File: src/rtl/asc_pkg.sv
`default_nettype none
// ----------------------------------------------------------------------------
// Shared constants and types of the converter sequencing control
// ----------------------------------------------------------------------------
package asc_pkg;

   // Width of the Wishbone byte address.
   localparam int ADR_W = 8;

   // Byte offsets of the registers.
   localparam logic [ADR_W-1:0] CTL_OFS = 8'h00;
   localparam logic [ADR_W-1:0] RES_OFS = 8'h04;
   localparam logic [ADR_W-1:0] STAT_OFS = 8'h08;
   localparam logic [ADR_W-1:0] MASK_OFS = 8'h0C;
   localparam logic [ADR_W-1:0] SMP_OFS = 8'h10;

   // Field positions of the control register.
   localparam int ON_BIT = 15;
   localparam int IDLE_BIT = 13;
   localparam int FMT_LSB = 8;
   localparam int TRIGGER_SOURCE_SELECT_LSB = 5;
   localparam int AUTO_SAMPLE_START_BIT = 2;
   localparam int SAMPLE_ENABLE_BIT = 1;
   localparam int DONE_BIT = 0;

   // Bits that software writes directly; the done bit is clear-only.
   localparam logic [15:0] CTL_WMASK = 16'hA3E6;
   localparam logic [15:0] CTL_RST = 16'h0000;

   // Trigger source codes.
   localparam logic [2:0] TRIGGER_SOURCE_SELECT_SW = 3'h0;
   localparam logic [2:0] TRIGGER_SOURCE_SELECT_EXTERNAL_INTERRUPT_ZERO_PIN = 3'h1;
   localparam logic [2:0] TRIGGER_SOURCE_SELECT_TMR = 3'h2;
   localparam logic [2:0] TRIGGER_SOURCE_SELECT_AUTO = 3'h7;

   // Result format codes.
   localparam logic [1:0] FMT_UINT = 2'h0;
   localparam logic [1:0] FMT_SINT = 2'h1;
   localparam logic [1:0] FMT_UFRAC = 2'h2;
   localparam logic [1:0] FMT_SFRAC = 2'h3;

   // Interrupt status layout: bit 0 conversion done, bit 1 sampling ended.
   localparam int IRQ_W = 2;
   localparam int IRQ_DONE_BIT = 0;
   localparam int IRQ_TRIG_BIT = 1;
   localparam logic [IRQ_W-1:0] IRQ_RST = 2'h0;

   // Auto-convert sample length in clock cycles.
   localparam int SMP_CNT_W = 5;
   localparam logic [SMP_CNT_W-1:0] SMP_CNT_RST = 5'h01;

   // Raw converter result width and formatted width.
   localparam int RAW_W = 10;
   localparam int RES_W = 16;

   // Control register layout.
   typedef struct packed {
      logic on;
      logic rsv14;
      logic idle_stop;
      logic [2:0] rsv12;
      logic [1:0] result_format;
      logic [2:0] trigger_source_select;
      logic [1:0] rsv4;
      logic auto_sample_start;
      logic sample_enable;
      logic done;
   } asc_ctl_s;

   // Signals toward the converter core.
   typedef struct packed {
      logic acquire;
      logic start;
   } asc_core_out_s;

   // Signals from the converter core.
   typedef struct packed {
      logic done;
      logic [RAW_W-1:0] data;
   } asc_core_in_s;

   // Sequencer states.
   typedef enum logic [1:0] {ASC_OFF, ASC_HOLD, ASC_SAMPLE, ASC_CONVERT} asc_state_e;

   // Register selection.
   typedef enum logic [2:0] {RS_CTL, RS_RES, RS_STAT, RS_MASK, RS_SMP, RS_NONE} asc_reg_e;

endpackage : asc_pkg
`default_nettype wire

File: src/rtl/asc_pin_sync.sv
`default_nettype none
// ----------------------------------------------------------------------------
// Two-stage synchroniser with rising edge detection
// ----------------------------------------------------------------------------
module asc_pin_sync
(
   // Clock and reset.
   input wire logic mclk,
   input wire logic rst,
   // Asynchronous pin and its synchronised edge.
   input wire logic pin_async,
   output logic rise
);

   logic meta_ff; // First stage, read only by the second stage.
   logic sync_ff; // Second stage, safe to use.
   logic dly_ff; // Delayed copy for the edge detector.
   logic nxt_meta;
   logic nxt_sync;
   logic nxt_dly;

   // Next values of the chain.
   always_comb
   begin
      nxt_meta = pin_async;
      nxt_sync = meta_ff;
      nxt_dly = sync_ff;
   end

   // Registers; reset clears the whole chain, so a pin already high at release gives one edge.
   always_ff @(posedge mclk)
   begin
      if (rst)
      begin
         meta_ff <= 1'b0;
         sync_ff <= 1'b0;
         dly_ff <= 1'b0;
      end
      else
      begin
         meta_ff <= nxt_meta;
         sync_ff <= nxt_sync;
         dly_ff <= nxt_dly;
      end
   end

   // One-cycle pulse on a rising edge.
   assign rise = sync_ff & ~dly_ff;

endmodule : asc_pin_sync
`default_nettype wire

File: src/rtl/asc_result_fmt.sv
`default_nettype none
// ----------------------------------------------------------------------------
// Result alignment and holding register
// ----------------------------------------------------------------------------
module asc_result_fmt
(
   // Clock and reset.
   input wire logic mclk,
   input wire logic rst,
   // Control.
   input wire logic clear,
   input wire logic load,
   input wire logic [1:0] fmt,
   // Data.
   input wire logic [asc_pkg::RAW_W-1:0] raw,
   output logic [asc_pkg::RES_W-1:0] res
);

   logic [asc_pkg::RES_W-1:0] res_ff; // Formatted result.
   logic [asc_pkg::RES_W-1:0] nxt_res;

   // Alignment; the raw code is offset binary, so the signed forms invert the top bit.
   always_comb
   begin
      nxt_res = res_ff;
      if (clear)
      begin
         nxt_res = '0;
      end
      else if (load)
      begin
         case (fmt)
            asc_pkg::FMT_SFRAC: nxt_res = {~raw[9], raw[8:0], 6'h00};
            asc_pkg::FMT_UFRAC: nxt_res = {raw, 6'h00};
            asc_pkg::FMT_SINT: nxt_res = {{6{~raw[9]}}, ~raw[9], raw[8:0]};
            default: nxt_res = {6'h00, raw};
         endcase
      end
   end

   // Result register.
   always_ff @(posedge mclk)
   begin
      if (rst)
      begin
         res_ff <= '0;
      end
      else
      begin
         res_ff <= nxt_res;
      end
   end

   assign res = res_ff;
endmodule : asc_result_fmt
`default_nettype wire

File: src/rtl/asc_top.sv
`default_nettype none
// ----------------------------------------------------------------------------
// Converter sequencing control with Wishbone register slave
// ----------------------------------------------------------------------------
// Behaviour
// - Converter runs only while converter_on is set.
// - Idle with idle_stop set halts the sequencer.
// - Result aligned by the two-bit format field.
// - Code 111: counter ends sampling, starts conversion.
// - Code 010: timer three match starts conversion.
// - Code 001: pin zero edge starts conversion.
// - Auto-sample sets sample_enable after each conversion.
// - Without auto-sample, software sets sample_enable.
// - Results are lost when converter is switched off.
module asc_top
(
   // Clock and reset.
   input wire logic mclk,
   input wire logic rst,
   // Wishbone classic slave.
   input wire logic wb_cyc_i,
   input wire logic wb_stb_i,
   input wire logic wb_we_i,
   input wire logic [asc_pkg::ADR_W-1:0] wb_adr_i,
   input wire logic [3:0] wb_sel_i,
   input wire logic [31:0] wb_dat_i,
   output logic [31:0] wb_dat_o,
   output logic wb_ack_o,
   // System events.
   input wire logic idle_mode,
   input wire logic timer_three_match,
   input wire logic ext_int_zero_pin,
   // Converter core.
   output var asc_pkg::asc_core_out_s core_o,
   input wire asc_pkg::asc_core_in_s core_i,
   // Interrupt.
   output logic irq
);

   // -------------------------------------------------------------------------
   // Declarations
   // -------------------------------------------------------------------------
   asc_pkg::asc_ctl_s ctl_ff; // Control register.
   asc_pkg::asc_ctl_s nxt_ctl;
   asc_pkg::asc_state_e state_ff; // Sequencer state.
   asc_pkg::asc_state_e nxt_state;
   logic [asc_pkg::SMP_CNT_W-1:0] cnt_ff; // Cycles spent sampling.
   logic [asc_pkg::SMP_CNT_W-1:0] nxt_cnt;
   logic [asc_pkg::SMP_CNT_W-1:0] smp_ff; // Auto-convert sample length.
   logic [asc_pkg::SMP_CNT_W-1:0] nxt_smp;
   logic [asc_pkg::SMP_CNT_W-1:0] lim_m1; // Last counter value of a sample.
   logic [asc_pkg::IRQ_W-1:0] stat_ff; // Sticky event flags.
   logic [asc_pkg::IRQ_W-1:0] nxt_stat;
   logic [asc_pkg::IRQ_W-1:0] mask_ff; // Interrupt enables.
   logic [asc_pkg::IRQ_W-1:0] nxt_mask;
   logic start_ff; // Conversion start pulse.
   logic nxt_start;
   logic acq_ff; // Sample-and-hold acquire level.
   logic ack_ff; // Bus acknowledge.
   logic nxt_ack;
   logic [31:0] dat_ff; // Bus read data.
   logic [31:0] nxt_dat;
   logic [15:0] wr_val; // Control value merged with a write.
   logic [15:0] lane; // Byte lanes of a control write.
   logic wr_stb; // Write taking effect this edge.
   logic sw_sample_enable; // Sample enable as software leaves it this edge.
   logic rd_stb; // Read completing this edge.
   logic active; // Sequencer allowed to advance.
   logic trig; // Selected trigger fired.
   logic ev_trig; // Sampling ended this cycle.
   logic ev_done; // Conversion finished this cycle.
   logic res_load; // Capture the core's result.
   logic ext_rise; // Synchronised pin edge.
   logic [asc_pkg::RES_W-1:0] res; // Formatted result.

   // Register decode, shared by the write and read paths.
   function automatic asc_pkg::asc_reg_e reg_decode(input logic [asc_pkg::ADR_W-1:0] adr);
      case ({adr[asc_pkg::ADR_W-1:2], 2'b00})
         asc_pkg::CTL_OFS: reg_decode = asc_pkg::RS_CTL;
         asc_pkg::RES_OFS: reg_decode = asc_pkg::RS_RES;
         asc_pkg::STAT_OFS: reg_decode = asc_pkg::RS_STAT;
         asc_pkg::MASK_OFS: reg_decode = asc_pkg::RS_MASK;
         asc_pkg::SMP_OFS: reg_decode = asc_pkg::RS_SMP;
         default: reg_decode = asc_pkg::RS_NONE;
      endcase
   endfunction : reg_decode

   // -------------------------------------------------------------------------
   // Submodules
   // -------------------------------------------------------------------------
   // The pin is asynchronous, so it passes two flip-flops before the edge test.
   asc_pin_sync u_sync
   (
      .mclk(mclk),
      .rst(rst),
      .pin_async(ext_int_zero_pin),
      .rise(ext_rise)
   );

   // Result alignment; cleared while the converter is off.
   asc_result_fmt u_fmt
   (
      .mclk(mclk),
      .rst(rst),
      .clear(!ctl_ff.on),
      .load(res_load),
      .fmt(ctl_ff.result_format),
      .raw(core_i.data),
      .res(res)
   );

   // -------------------------------------------------------------------------
   // Sequencer and registers
   // -------------------------------------------------------------------------
   // A write lands at the edge where the master sees ack.
   assign wr_stb = wb_cyc_i & wb_stb_i & wb_we_i & ack_ff;
   assign rd_stb = wb_cyc_i & wb_stb_i & ~wb_we_i & ack_ff;
   assign active = ctl_ff.on & ~(idle_mode & ctl_ff.idle_stop);
   assign lim_m1 = (smp_ff == '0) ? '0 : smp_ff - 1'b1;
   assign lane = {{8{wb_sel_i[1]}}, {8{wb_sel_i[0]}}};

   // A write may only clear done; writing one leaves it alone.
   always_comb
   begin
      wr_val = (16'(ctl_ff) & ~asc_pkg::CTL_WMASK) | (wb_dat_i[15:0] & asc_pkg::CTL_WMASK);
      wr_val[asc_pkg::DONE_BIT] = ctl_ff.done & wb_dat_i[asc_pkg::DONE_BIT];
      // Taken from ctl_ff and the bus only, so the software trigger forms no loop through nxt_ctl.
      sw_sample_enable = ctl_ff.sample_enable;
      if (wr_stb && wb_sel_i[0] && reg_decode(wb_adr_i) == asc_pkg::RS_CTL)
      begin
         sw_sample_enable = wb_dat_i[asc_pkg::SAMPLE_ENABLE_BIT];
      end
   end

   // Trigger selection; reserved codes never fire.
   always_comb
   begin
      case (ctl_ff.trigger_source_select)
         asc_pkg::TRIGGER_SOURCE_SELECT_SW: trig = !sw_sample_enable;
         asc_pkg::TRIGGER_SOURCE_SELECT_EXTERNAL_INTERRUPT_ZERO_PIN: trig = ext_rise;
         asc_pkg::TRIGGER_SOURCE_SELECT_TMR: trig = timer_three_match;
         asc_pkg::TRIGGER_SOURCE_SELECT_AUTO: trig = (cnt_ff >= lim_m1);
         default: trig = 1'b0;
      endcase
   end

   // Next values: software writes first, hardware after, so hardware sets win.
   always_comb
   begin
      nxt_ctl = ctl_ff;
      nxt_state = state_ff;
      nxt_cnt = cnt_ff;
      nxt_smp = smp_ff;
      nxt_mask = mask_ff;
      nxt_start = 1'b0;
      ev_trig = 1'b0;
      ev_done = 1'b0;
      res_load = 1'b0;
      // Software side.
      if (wr_stb && reg_decode(wb_adr_i) == asc_pkg::RS_CTL)
      begin
         nxt_ctl = asc_pkg::asc_ctl_s'((16'(ctl_ff) & ~lane) | (wr_val & lane));
      end
      if (wr_stb && wb_sel_i[0] && reg_decode(wb_adr_i) == asc_pkg::RS_SMP)
      begin
         nxt_smp = wb_dat_i[asc_pkg::SMP_CNT_W-1:0];
      end
      if (wr_stb && wb_sel_i[0] && reg_decode(wb_adr_i) == asc_pkg::RS_MASK)
      begin
         nxt_mask = wb_dat_i[asc_pkg::IRQ_W-1:0];
      end
      // Hardware side.
      if (!ctl_ff.on)
      begin
         // Off: nothing samples or converts.
         nxt_state = asc_pkg::ASC_OFF;
         nxt_ctl.sample_enable = 1'b0;
         nxt_cnt = '0;
      end
      else if (active)
      begin
         case (state_ff)
            asc_pkg::ASC_OFF:
            begin
               nxt_state = asc_pkg::ASC_HOLD;
            end
            asc_pkg::ASC_HOLD:
            begin
               // Only software starts a sample from hold.
               if (nxt_ctl.sample_enable)
               begin
                  nxt_state = asc_pkg::ASC_SAMPLE;
                  nxt_ctl.done = 1'b0;
                  nxt_cnt = '0;
               end
            end
            asc_pkg::ASC_SAMPLE:
            begin
               if (cnt_ff != '1)
               begin
                  nxt_cnt = cnt_ff + 1'b1;
               end
               if (trig)
               begin
                  // Trigger ends the sample and launches the conversion.
                  nxt_ctl.sample_enable = 1'b0;
                  nxt_start = 1'b1;
                  nxt_state = asc_pkg::ASC_CONVERT;
                  ev_trig = 1'b1;
               end
               else if (!nxt_ctl.sample_enable)
               begin
                  // Software abort under a hardware trigger: back to hold.
                  nxt_state = asc_pkg::ASC_HOLD;
               end
            end
            asc_pkg::ASC_CONVERT:
            begin
               if (core_i.done)
               begin
                  nxt_ctl.done = 1'b1;
                  ev_done = 1'b1;
                  res_load = 1'b1;
                  if (ctl_ff.auto_sample_start)
                  begin
                     nxt_ctl.sample_enable = 1'b1;
                     nxt_state = asc_pkg::ASC_SAMPLE;
                     nxt_cnt = '0;
                  end
                  else
                  begin
                     nxt_state = asc_pkg::ASC_HOLD;
                  end
               end
            end
            default:
            begin
               nxt_state = asc_pkg::ASC_OFF;
            end
         endcase
      end
      // Clear only what the read reported, so an event during the read survives.
      nxt_stat = stat_ff & ~(rd_stb && reg_decode(wb_adr_i) == asc_pkg::RS_STAT ?
         dat_ff[asc_pkg::IRQ_W-1:0] : asc_pkg::IRQ_RST);
      nxt_stat[asc_pkg::IRQ_DONE_BIT] = nxt_stat[asc_pkg::IRQ_DONE_BIT] | ev_done;
      nxt_stat[asc_pkg::IRQ_TRIG_BIT] = nxt_stat[asc_pkg::IRQ_TRIG_BIT] | ev_trig;
   end

   // Registers of the sequencer group.
   always_ff @(posedge mclk)
   begin
      if (rst)
      begin
         ctl_ff <= asc_pkg::asc_ctl_s'(asc_pkg::CTL_RST);
         state_ff <= asc_pkg::ASC_OFF;
         cnt_ff <= '0;
         smp_ff <= asc_pkg::SMP_CNT_RST;
         mask_ff <= asc_pkg::IRQ_RST;
         stat_ff <= asc_pkg::IRQ_RST;
         start_ff <= 1'b0;
         acq_ff <= 1'b0;
      end
      else
      begin
         ctl_ff <= nxt_ctl;
         state_ff <= nxt_state;
         cnt_ff <= nxt_cnt;
         smp_ff <= nxt_smp;
         mask_ff <= nxt_mask;
         stat_ff <= nxt_stat;
         start_ff <= nxt_start;
         acq_ff <= (nxt_state == asc_pkg::ASC_SAMPLE);
      end
   end

   // -------------------------------------------------------------------------
   // Bus answer
   // -------------------------------------------------------------------------
   // Ack comes one cycle after the request and drops the cycle after.
   always_comb
   begin
      nxt_ack = wb_cyc_i & wb_stb_i & ~ack_ff;
      nxt_dat = 32'h00000000;
      if (nxt_ack && !wb_we_i)
      begin
         case (reg_decode(wb_adr_i))
            asc_pkg::RS_CTL: nxt_dat = 32'(ctl_ff);
            asc_pkg::RS_RES: nxt_dat = 32'(res);
            asc_pkg::RS_STAT: nxt_dat = 32'(stat_ff);
            asc_pkg::RS_MASK: nxt_dat = 32'(mask_ff);
            asc_pkg::RS_SMP: nxt_dat = 32'(smp_ff);
            default: nxt_dat = 32'h00000000;
         endcase
      end
   end

   // Registers of the bus group.
   always_ff @(posedge mclk)
   begin
      if (rst)
      begin
         ack_ff <= 1'b0;
         dat_ff <= 32'h00000000;
      end
      else
      begin
         ack_ff <= nxt_ack;
         dat_ff <= nxt_dat;
      end
   end

   assign wb_ack_o = ack_ff;
   assign wb_dat_o = dat_ff;
   assign core_o = '{acquire: acq_ff, start: start_ff};
   assign irq = |(stat_ff & mask_ff);
endmodule : asc_top
`default_nettype wire
File: config.mk
export PLATFORM = sky130hd
export DESIGN_NAME = asc_top
export DESIGN_NICKNAME = d
export VERILOG_FILES = /design/src/rtl/asc_pkg.sv /design/src/rtl/asc_pin_sync.sv /design/src/rtl/asc_result_fmt.sv /design/src/rtl/asc_top.sv
export SDC_FILE = /design/constraint.sdc
export NUM_CORES = 1
export LEC_CHECK = 0
export BUFFER_PORTS_ARGS = -buffer_cell sky130_fd_sc_hd__buf_2
export CORE_MARGIN = 5
export CORE_UTILIZATION = 50
export CTS_CLUSTER_DIAMETER = 60
export DETAILED_ROUTE_END_ITERATION = 8
export GPL_ROUTABILITY_DRIVEN = 0
export PLACE_DENSITY = 0.77
export RECOVER_POWER = 25
export SLEW_MARGIN = 20
export SYNTH_ARGS = -nofsm -noshare
export SYNTH_HDL_FRONTEND = slang
export SYNTH_SLANG_ARGS = --single-unit
File: constraint.sdc
create_clock -name mclk -period 8.04 [get_ports mclk]
set_input_delay 0.402 -clock mclk [delete_from_list [all_inputs] [get_ports mclk]]
set_output_delay 0.402 -clock mclk [all_outputs]
set_load 0.02 [all_outputs]
==> results of run 1 <==
## report_power, final
| group | internal (mW) | total (mW) | leakage (nW) | switching, mW |
|---|---|---|---|---|
| Combinational | 0.00951 | 0.0292 | 0.795 | 0.0196 |
| Clock | 0.109 | 0.240 | 0.0848 | 0.131 |
| Sequential | 0.347 | 0.348 | 0.564 | 0.000332 |
## critical path: stages, from the launching register on
cell and delay (ns):
dfxtp_1 0.42, inv_1 0.09, ha_1 0.21, nand2b_1 0.12
nor3_1 0.07, or2_2 0.29, ha_1 0.28, a2111o_1 0.37
a31oi_1 0.24, o21ai_0 0.20, a311o_1 0.41, o31a_1 0.12
## per-stage QoR
step	power [mW]	worst slack [ns]	area [sq um]	hold WS (ns)
after floorplan	0.375	5.51	3260	0.414
after CTS	0.621	5.13	3610	0.257
final	0.617	5.11	3590	0.267
after global placement	0.384	5.20	3450	0.419
after global routing	0.638	4.93	3590	0.266
after detailed placement	0.384	5.15	3450	0.422
## metal layers
metal | wire length, microns | vias up | track usage
li1 | - | 1350 | -
met1 | 3280 | 1240 | 0.234
met2 | 3500 | 101 | 0.291
met5 | 0 | - | 0
met4 | 180 | 0 | 0.0980
met3 | 599 | 15 | 0.0501
## synthesized netlist by cell type, types with 2 or more instances
master and number:
mux2_2 2, a222oi_1 5, nor2b_1 12, ha_1 9, dfxtp_1 70, buf_4 18
nand2b_1 7, o21ai_0 19, nor3_1 9, a21oi_1 13, nand3_1 13, nor4_1 2
a211oi_1 3, nand3b_1 3, o21a_1 3, nor2_1 50, mux2i_1 17, a311oi_1 3
inv_1 7, nand2_1 30, a22oi_1 14, and3_2 2, clkbuf_1 16, a31oi_1 3
a22o_1 3
## area by class of cell
type	instances	area, sq um
Clock buffer	9	124
Clock inverter	6	40.0
Fill cell	580	2680
Inverter	8	30.0
Multi-Input combinational cell	264	1630
Sequential cell	70	1400
Tap cell	77	96.3
Timing Repair Buffer	58	274
## final timing paths
kind	to	depth (start not counted)	slack (ns)	start
max	acq_ff	11	5.11	smp_ff[0]
max reg2reg	acq_ff	11	5.11	smp_ff[0]
min reg2reg	u_sync.nxt_dly	1	0.44	u_sync.meta_ff
min	u_sync.meta_ff	2	0.27	ext_int_zero_pin
## logic make-up (layout without fill, tap and decap cells)
kind of cell	Yosys count	count (layout)	share of synthesized area
adders and majority gates	9	9	0.0352
buffers and inverters	43	81	0.0719
DFF	70	70	0.437
and+or+nand+nor	141	141	0.221
AOI/OAI and AO/OA	77	77	0.166
xor gates and xnor gates	1	1	0.00273
other	1	16	0.00117
muxes	20	20	0.0648
==> implementation parameters, run 1 <==
Parameter                              Value

Logic synthesis
  Number of unique standard cell types used by synthesis    54
  Largest cells by area after synthesis    dfxtp_1, nor2_1, mux2i_1
  Mapped Cells    between 300 and 400
  Register bit total from synthesis    70
  Post-synthesis area per instance    8.85 sq um
  Cell type with the largest total area after synthesis    dfxtp_1
  Post-synthesis instance area    0.00320 sq mm
  Yosys Warn Count    0
  Share of flip-flops with an asynchronous set or reset after synthesis    0
  Most used DFF post-synth    dfxtp_1
  Sequential fraction of the synthesis area    0.438
  Share of the synthesized area in the top cell type    0.438
  EDFF count, synth    0

Clock network
  CTS hold repair buffers    0
  CTS HTree Levels    3
  Clk Latency, worst-skew pair    roughly 0.35 ns
  Resized cells post-CTS    0
  Total setup buffers inserted after CTS    0
  Number of buffers created by CTS    9
  Sinks on the clock net    70
  Clock transition time at the flip-flop clock pins of the worst setup and hold paths    ~0.070 ns
  Cell chosen for the clock root    clkbuf_8
  CTS max path bufs    2
  Clock tree from TritonCTS    yes

Setup path
  Class of the most critical setup path    flop to flop
  Worst endpoint required time    around 8.3 ns
  Type of element launching the critical path    flop
  CP Data Arrival Time    3.16 ns
  Type of destination of the critical path    flop
  Maximum fanout count along the critical path    5

Pwr
  Power per standard cell area    172 mW/mm^2
  Highest ir drop seen on vdd    0.000111 V
  Static leakage    roughly 1.4 nW

Route
  DRC    0
  Number of DRC markers after the initial detailed-route iteration    around 270
  Via count    2706
  Number of nets still failing antenna checks after routing    0
  Number of optimization iterations in the first detailed-route pass    5
  Post-DR wirelength/cell    15.4 microns
  Final WL    about 7.6 mm
  Post-detailed-route via-to-cell ratio    approximately 5.5

Timing
  Final Cycle Share    0.364
  Total count of max-transition violations in the final report    0
  RSZ-0062 raised after global routing    false
  Rel. slew slack    0.0611
  Fmax achieved    around 0.34 GHz
  Post-layout minimum cycle time    between 2 and 3 ns
  Largest clock skew in the final design    a little over 0.01 ns
  Transition time at the pin with the least slew margin    1.41 ns
  Number of endpoints with negative hold slack in the final report    0
  Total of endpoints with negative setup slack in the final report    0
  Final TNS setup    0 ns

GRT
  Pin count of the biggest net entering global routing    32
  Vias in the first global route    between 2000 and 3000
  Residual overflow from global routing    0
  Total GRT Usage    0.186
  Number of antenna violations at the first check in global routing    0
  Wire length of the first global-routing pass    ~12 mm

Job
  Max Cap Violations    0

Finish
  Layout cell share with drive strength beyond 1    0.169
  Area growth syn-to-layout    12.2%
  Number of cells in the finished layout apart from fillers    ~490
  Commonest non-fill, non-tap cells in the layout    dfxtp_1, nor2_1, buf_2, nand2_1, o21ai_0
  Final antenna diode count    0
  # nets final    483
  Most common cell after layout, fill and taps aside    dfxtp_1
  Post-route core utilization    0.572

Floorplanning
  Die outline area    between 0.008 and 0.009 sq mm
  Height of the die    roughly 90 microns
  CORE AREA    approximately 0.0063 sq mm
  Initial Util    0.510
  Width of the die    around 90 microns
  Row cnt    29
  Count of pins on the block boundary    slightly below 100

Place
  HPWL after DPL    ~5.5 mm
  Port Buf Inserts    58
  Count of placed standard cells including taps    between 400 and 500

Hold path
  Worst Hold Class    primary input to flop

Outcome
  Outcome    completed
Note: power is estimated with default switching activity, not from simulation.
==> run 2, diff against run 1 <==
Settings changed: ABC_AREA set to 1, CORE_UTILIZATION 50 to 47, PLACE_DENSITY 0.77 to 0.76.
Clock period 8.04 ns to 2.44 ns, I/O delays scaled along.
==> run 2 against run 1 <==
Effect of this change:
- non-clock buffer count increased by 7
- clock power increased to 3.4 times the previous value
- synthesized cell count increased by 25%
- critical path depth increased by 5
- first-iteration DRC count decreased by 35%
- via count increased by 13%
- register-to-register slack got worse by 5.0 ns
- final cell count increased by 25%
- synthesized area increased by 4.6%
- count of clock-buffer cells in the layout unchanged
- largest cell class unchanged
==> implementation parameters, run 2 <==
Parameter                              Value

Outcome
  Outcome    completed

Route
  Via count    3071 (+13%)
  Number of optimization iterations in the first detailed-route pass    5 (unchanged)
  Uppermost signal routing layer after detailed routing    met4
  Post-Route M1 WL    3.53 mm (+7.5%)
  Post-detailed-route via-to-cell ratio    4.99 (-9.2%)
  Wire length on met2    3.90 mm (+11%)
  Number of nets still failing antenna checks after routing    0 (unchanged)
  DRC    0 (unchanged)
  Final WL    8.25 mm (+9.1%)
  Number of DRC markers after the initial detailed-route iteration    173 (-35%)
  Post-DR wirelength/cell    13.4 microns (-13%)
  Wire length on met3    604 microns (+0.83%)

Finish
  Layout cell share with drive strength beyond 1    0.202 (+0.0336)
  Area growth syn-to-layout    16.6%
  Commonest non-fill, non-tap cells in the layout    nand2_1, dfxtp_1, inv_1, nor2_1, buf_2
  # nets final    587 (+22%)
  Final antenna diode count    0 (unchanged)
  Most common cell after layout, fill and taps aside    nand2_1
  Post-route core utilization    0.569 (-0.00324)

GRT
  Vias in the first global route    2866 (+7.9%)
  Residual overflow from global routing    0 (unchanged)
  Wire length of the first global-routing pass    13.1 mm (+5.1%)
  Total GRT Usage    0.189 (+0.00236)
  Number of antenna violations at the first check in global routing    0 (unchanged)
  Pin count of the biggest net entering global routing    22 (-31%)

Timing
  Rel. slew slack    0.519 (+0.458)
  Largest clock skew in the final design    0.0105 ns (+0.000417 ns)
  Total count of max-transition violations in the final report    0 (unchanged)
  Number of endpoints with negative hold slack in the final report    0 (unchanged)
  Final Cycle Share    0.936 (+0.571)
  Transition time at the pin with the least slew margin    0.715 ns (-0.693 ns)
  Total of endpoints with negative setup slack in the final report    0 (unchanged)
  Post-layout minimum cycle time    2.28 ns (-0.646 ns)
  Fmax achieved    0.438 GHz (+28%)

Setup path
  Maximum fanout count along the critical path    3 (-2)
  CP Data Arrival Time    2.51 ns (-0.65 ns)
  Type of destination of the critical path    flop
  Max stage delay on crit path    0.39 ns (-0.03 ns)
  Class of the most critical setup path    flop to flop
  Cell chain of the critical path    inv_4, ha_4, nand3_2, inv_1, or2_2, ha_4, nand2_1, nand2_1, a21oi_2, nand3_1, a21oi_2, nand2_1, o21ai_1, nand2_1, nand2_1, nor2_1
  Top cell family by delay on the critical path    simple AND/OR/NAND/NOR gates
  Type of element launching the critical path    flop
  Critical path's slowest cell    dfxtp_4
  Worst endpoint required time    2.67 ns (-5.60 ns)
  Crit path top cell by count    nand2_1
  Critical path buffers and inverters    2 (+1)

Clock network
  Number of buffers created by CTS    9 (unchanged)
  CTS max path bufs    2 (unchanged)
  Clk Latency, worst-skew pair    0.35 ns (about the same)
  Sinks on the clock net    70 (unchanged)
  CTS HTree Levels    3 (unchanged)
  Cell chosen for the clock root    clkbuf_8
  Clock tree from TritonCTS    yes
  Clock transition time at the flip-flop clock pins of the worst setup and hold paths    0.08 ns (about the same)

Pwr
  Highest ir drop seen on vdd    0.000398 V (+260%)
  Static leakage    1.64 nW (+14%)
  Power per standard cell area    527 mW/mm^2 (+210%)
  Overall Power    2.06 mW (+230%)

Logic synthesis
  Cell type with the largest total area after synthesis    dfxtp_1
  Register bit total from synthesis    70 (unchanged)
  Share of flip-flops with an asynchronous set or reset after synthesis    0 (unchanged)
  Mapped Cells    454 (+25%)
  Share of the synthesized area in the top cell type    0.418 (-0.0194)
  Largest cells by area after synthesis    dfxtp_1, nand2_1, inv_1
  Top cells by instance count after synthesis    nand2_1, dfxtp_1, inv_1
  Number of unique standard cell types used by synthesis    37 (-31%)
  Post-synthesis instance area    0.00335 sq mm (+4.6%)
  EDFF count, synth    0 (unchanged)
  Yosys Warn Count    0 (unchanged)
  Post-synthesis area per instance    7.38 sq um (-17%)
  Most frequent cell after synthesis    nand2_1
  Sequential fraction of the synthesis area    0.418 (-0.0194)
  Most used DFF post-synth    dfxtp_1

Floorplanning
  Initial Util    0.488 (-0.0223)
  Die outline area    0.00892 sq mm (+10%)
  CORE AREA    0.00687 sq mm (+9.4%)
  Height of the die    94.5 microns (+4.9%)
  Count of pins on the block boundary    99 (unchanged)
  Row cnt    30 (+3.4%)
  Width of the die    94.5 microns (+4.9%)

Place
  Port Buf Inserts    58 (unchanged)
  HPWL after DPL    5.96 mm (+8.5%)

Job
  Max Cap Violations    0 (unchanged)

Hold path
  Worst Hold Class    primary input to flop
-- run 2: cell type report --
class	count	area (sq um)
clock buffers	9	124
clock inverters	6	40.0
fillers	648	2960
inverters	63	239
multi-input cells	306	1650
flip-flops and latches	70	1410
well taps	96	120
repair buffers	65	330
-- run 2: worst paths after layout --
path,from,to,slack (ns),cells after the start
setup reg to reg,smp_ff[1],state_ff[0],0.16,16
hold / removal,wb_dat_i[3],smp_ff[3],0.008,3
hold reg to reg,u_sync.nxt_dly,u_sync.dly_ff,0.42,2
setup / recovery,smp_ff[1],state_ff[0],0.16,16
-- run 2: cell families (layout without fill, tap and decap cells) --
kind of cell | count (synthesis) | after routing | synth area share
xor+xnor | 1 | 1 | 0.00261
buf+inv | 93 | 143 | 0.128
compound gates | 102 | 102 | 0.175
fa+ha+maj | 9 | 9 | 0.0336
simple gates | 178 | 178 | 0.242
flops | 70 | 70 | 0.418
other cells | 1 | 16 | 0.00112
-- run 2: per-layer routing --
layer | up-vias | global-route usage
met4 | 0 | 0.109
met5 | - | 0
met1 | 1376 | 0.230
li1 | 1567 | -
met2 | 110 | 0.305
met3 | 18 | 0.0414
-- run 2: tightest hold or removal path: stages --
cell and delay (ns):
buf_2 0.08, nor2_1 0.03, nor2_1 0.09
-- run 2: through the flow --
| stage | hold slack (ns) | setup slack, ns | cells | instance area, sq um | setup TNS [ns] |
|---|---|---|---|---|---|
| final | 0.00826 | 0.157 | 615 | 3910 | 0 |
| after global routing | 0.0275 | -0.0214 | 615 | 3910 | -0.0257 |
| after global placement | 0.337 | 0.130 | 597 | 3660 | 0 |
| after detailed placement | 0.336 | 0.0230 | 597 | 3660 | 0 |
| after floorplan | 0.229 | 0.263 | 469 | 3410 | 0 |
| after CTS | 0.00743 | 0.0102 | 613 | 3830 | 0 |
-- run 2: timing repair --
action                     4_1_cts  5_1_grt
resized for setup                0       19
hold endpoints to repair         1        0
setup endpoints to repair        0        6
hold buffers                     1        0
setup buffers                    0        2
-- run 2: where the power goes --
part / internal (mW) / switching, mW / total, mW
clock: 0.361 / 0.452 / 0.812
sequential: 1.14 / 0.00142 / 1.14
combinational: 0.0338 / 0.0714 / 0.105
total: 1.54 / 0.524 / 2.06
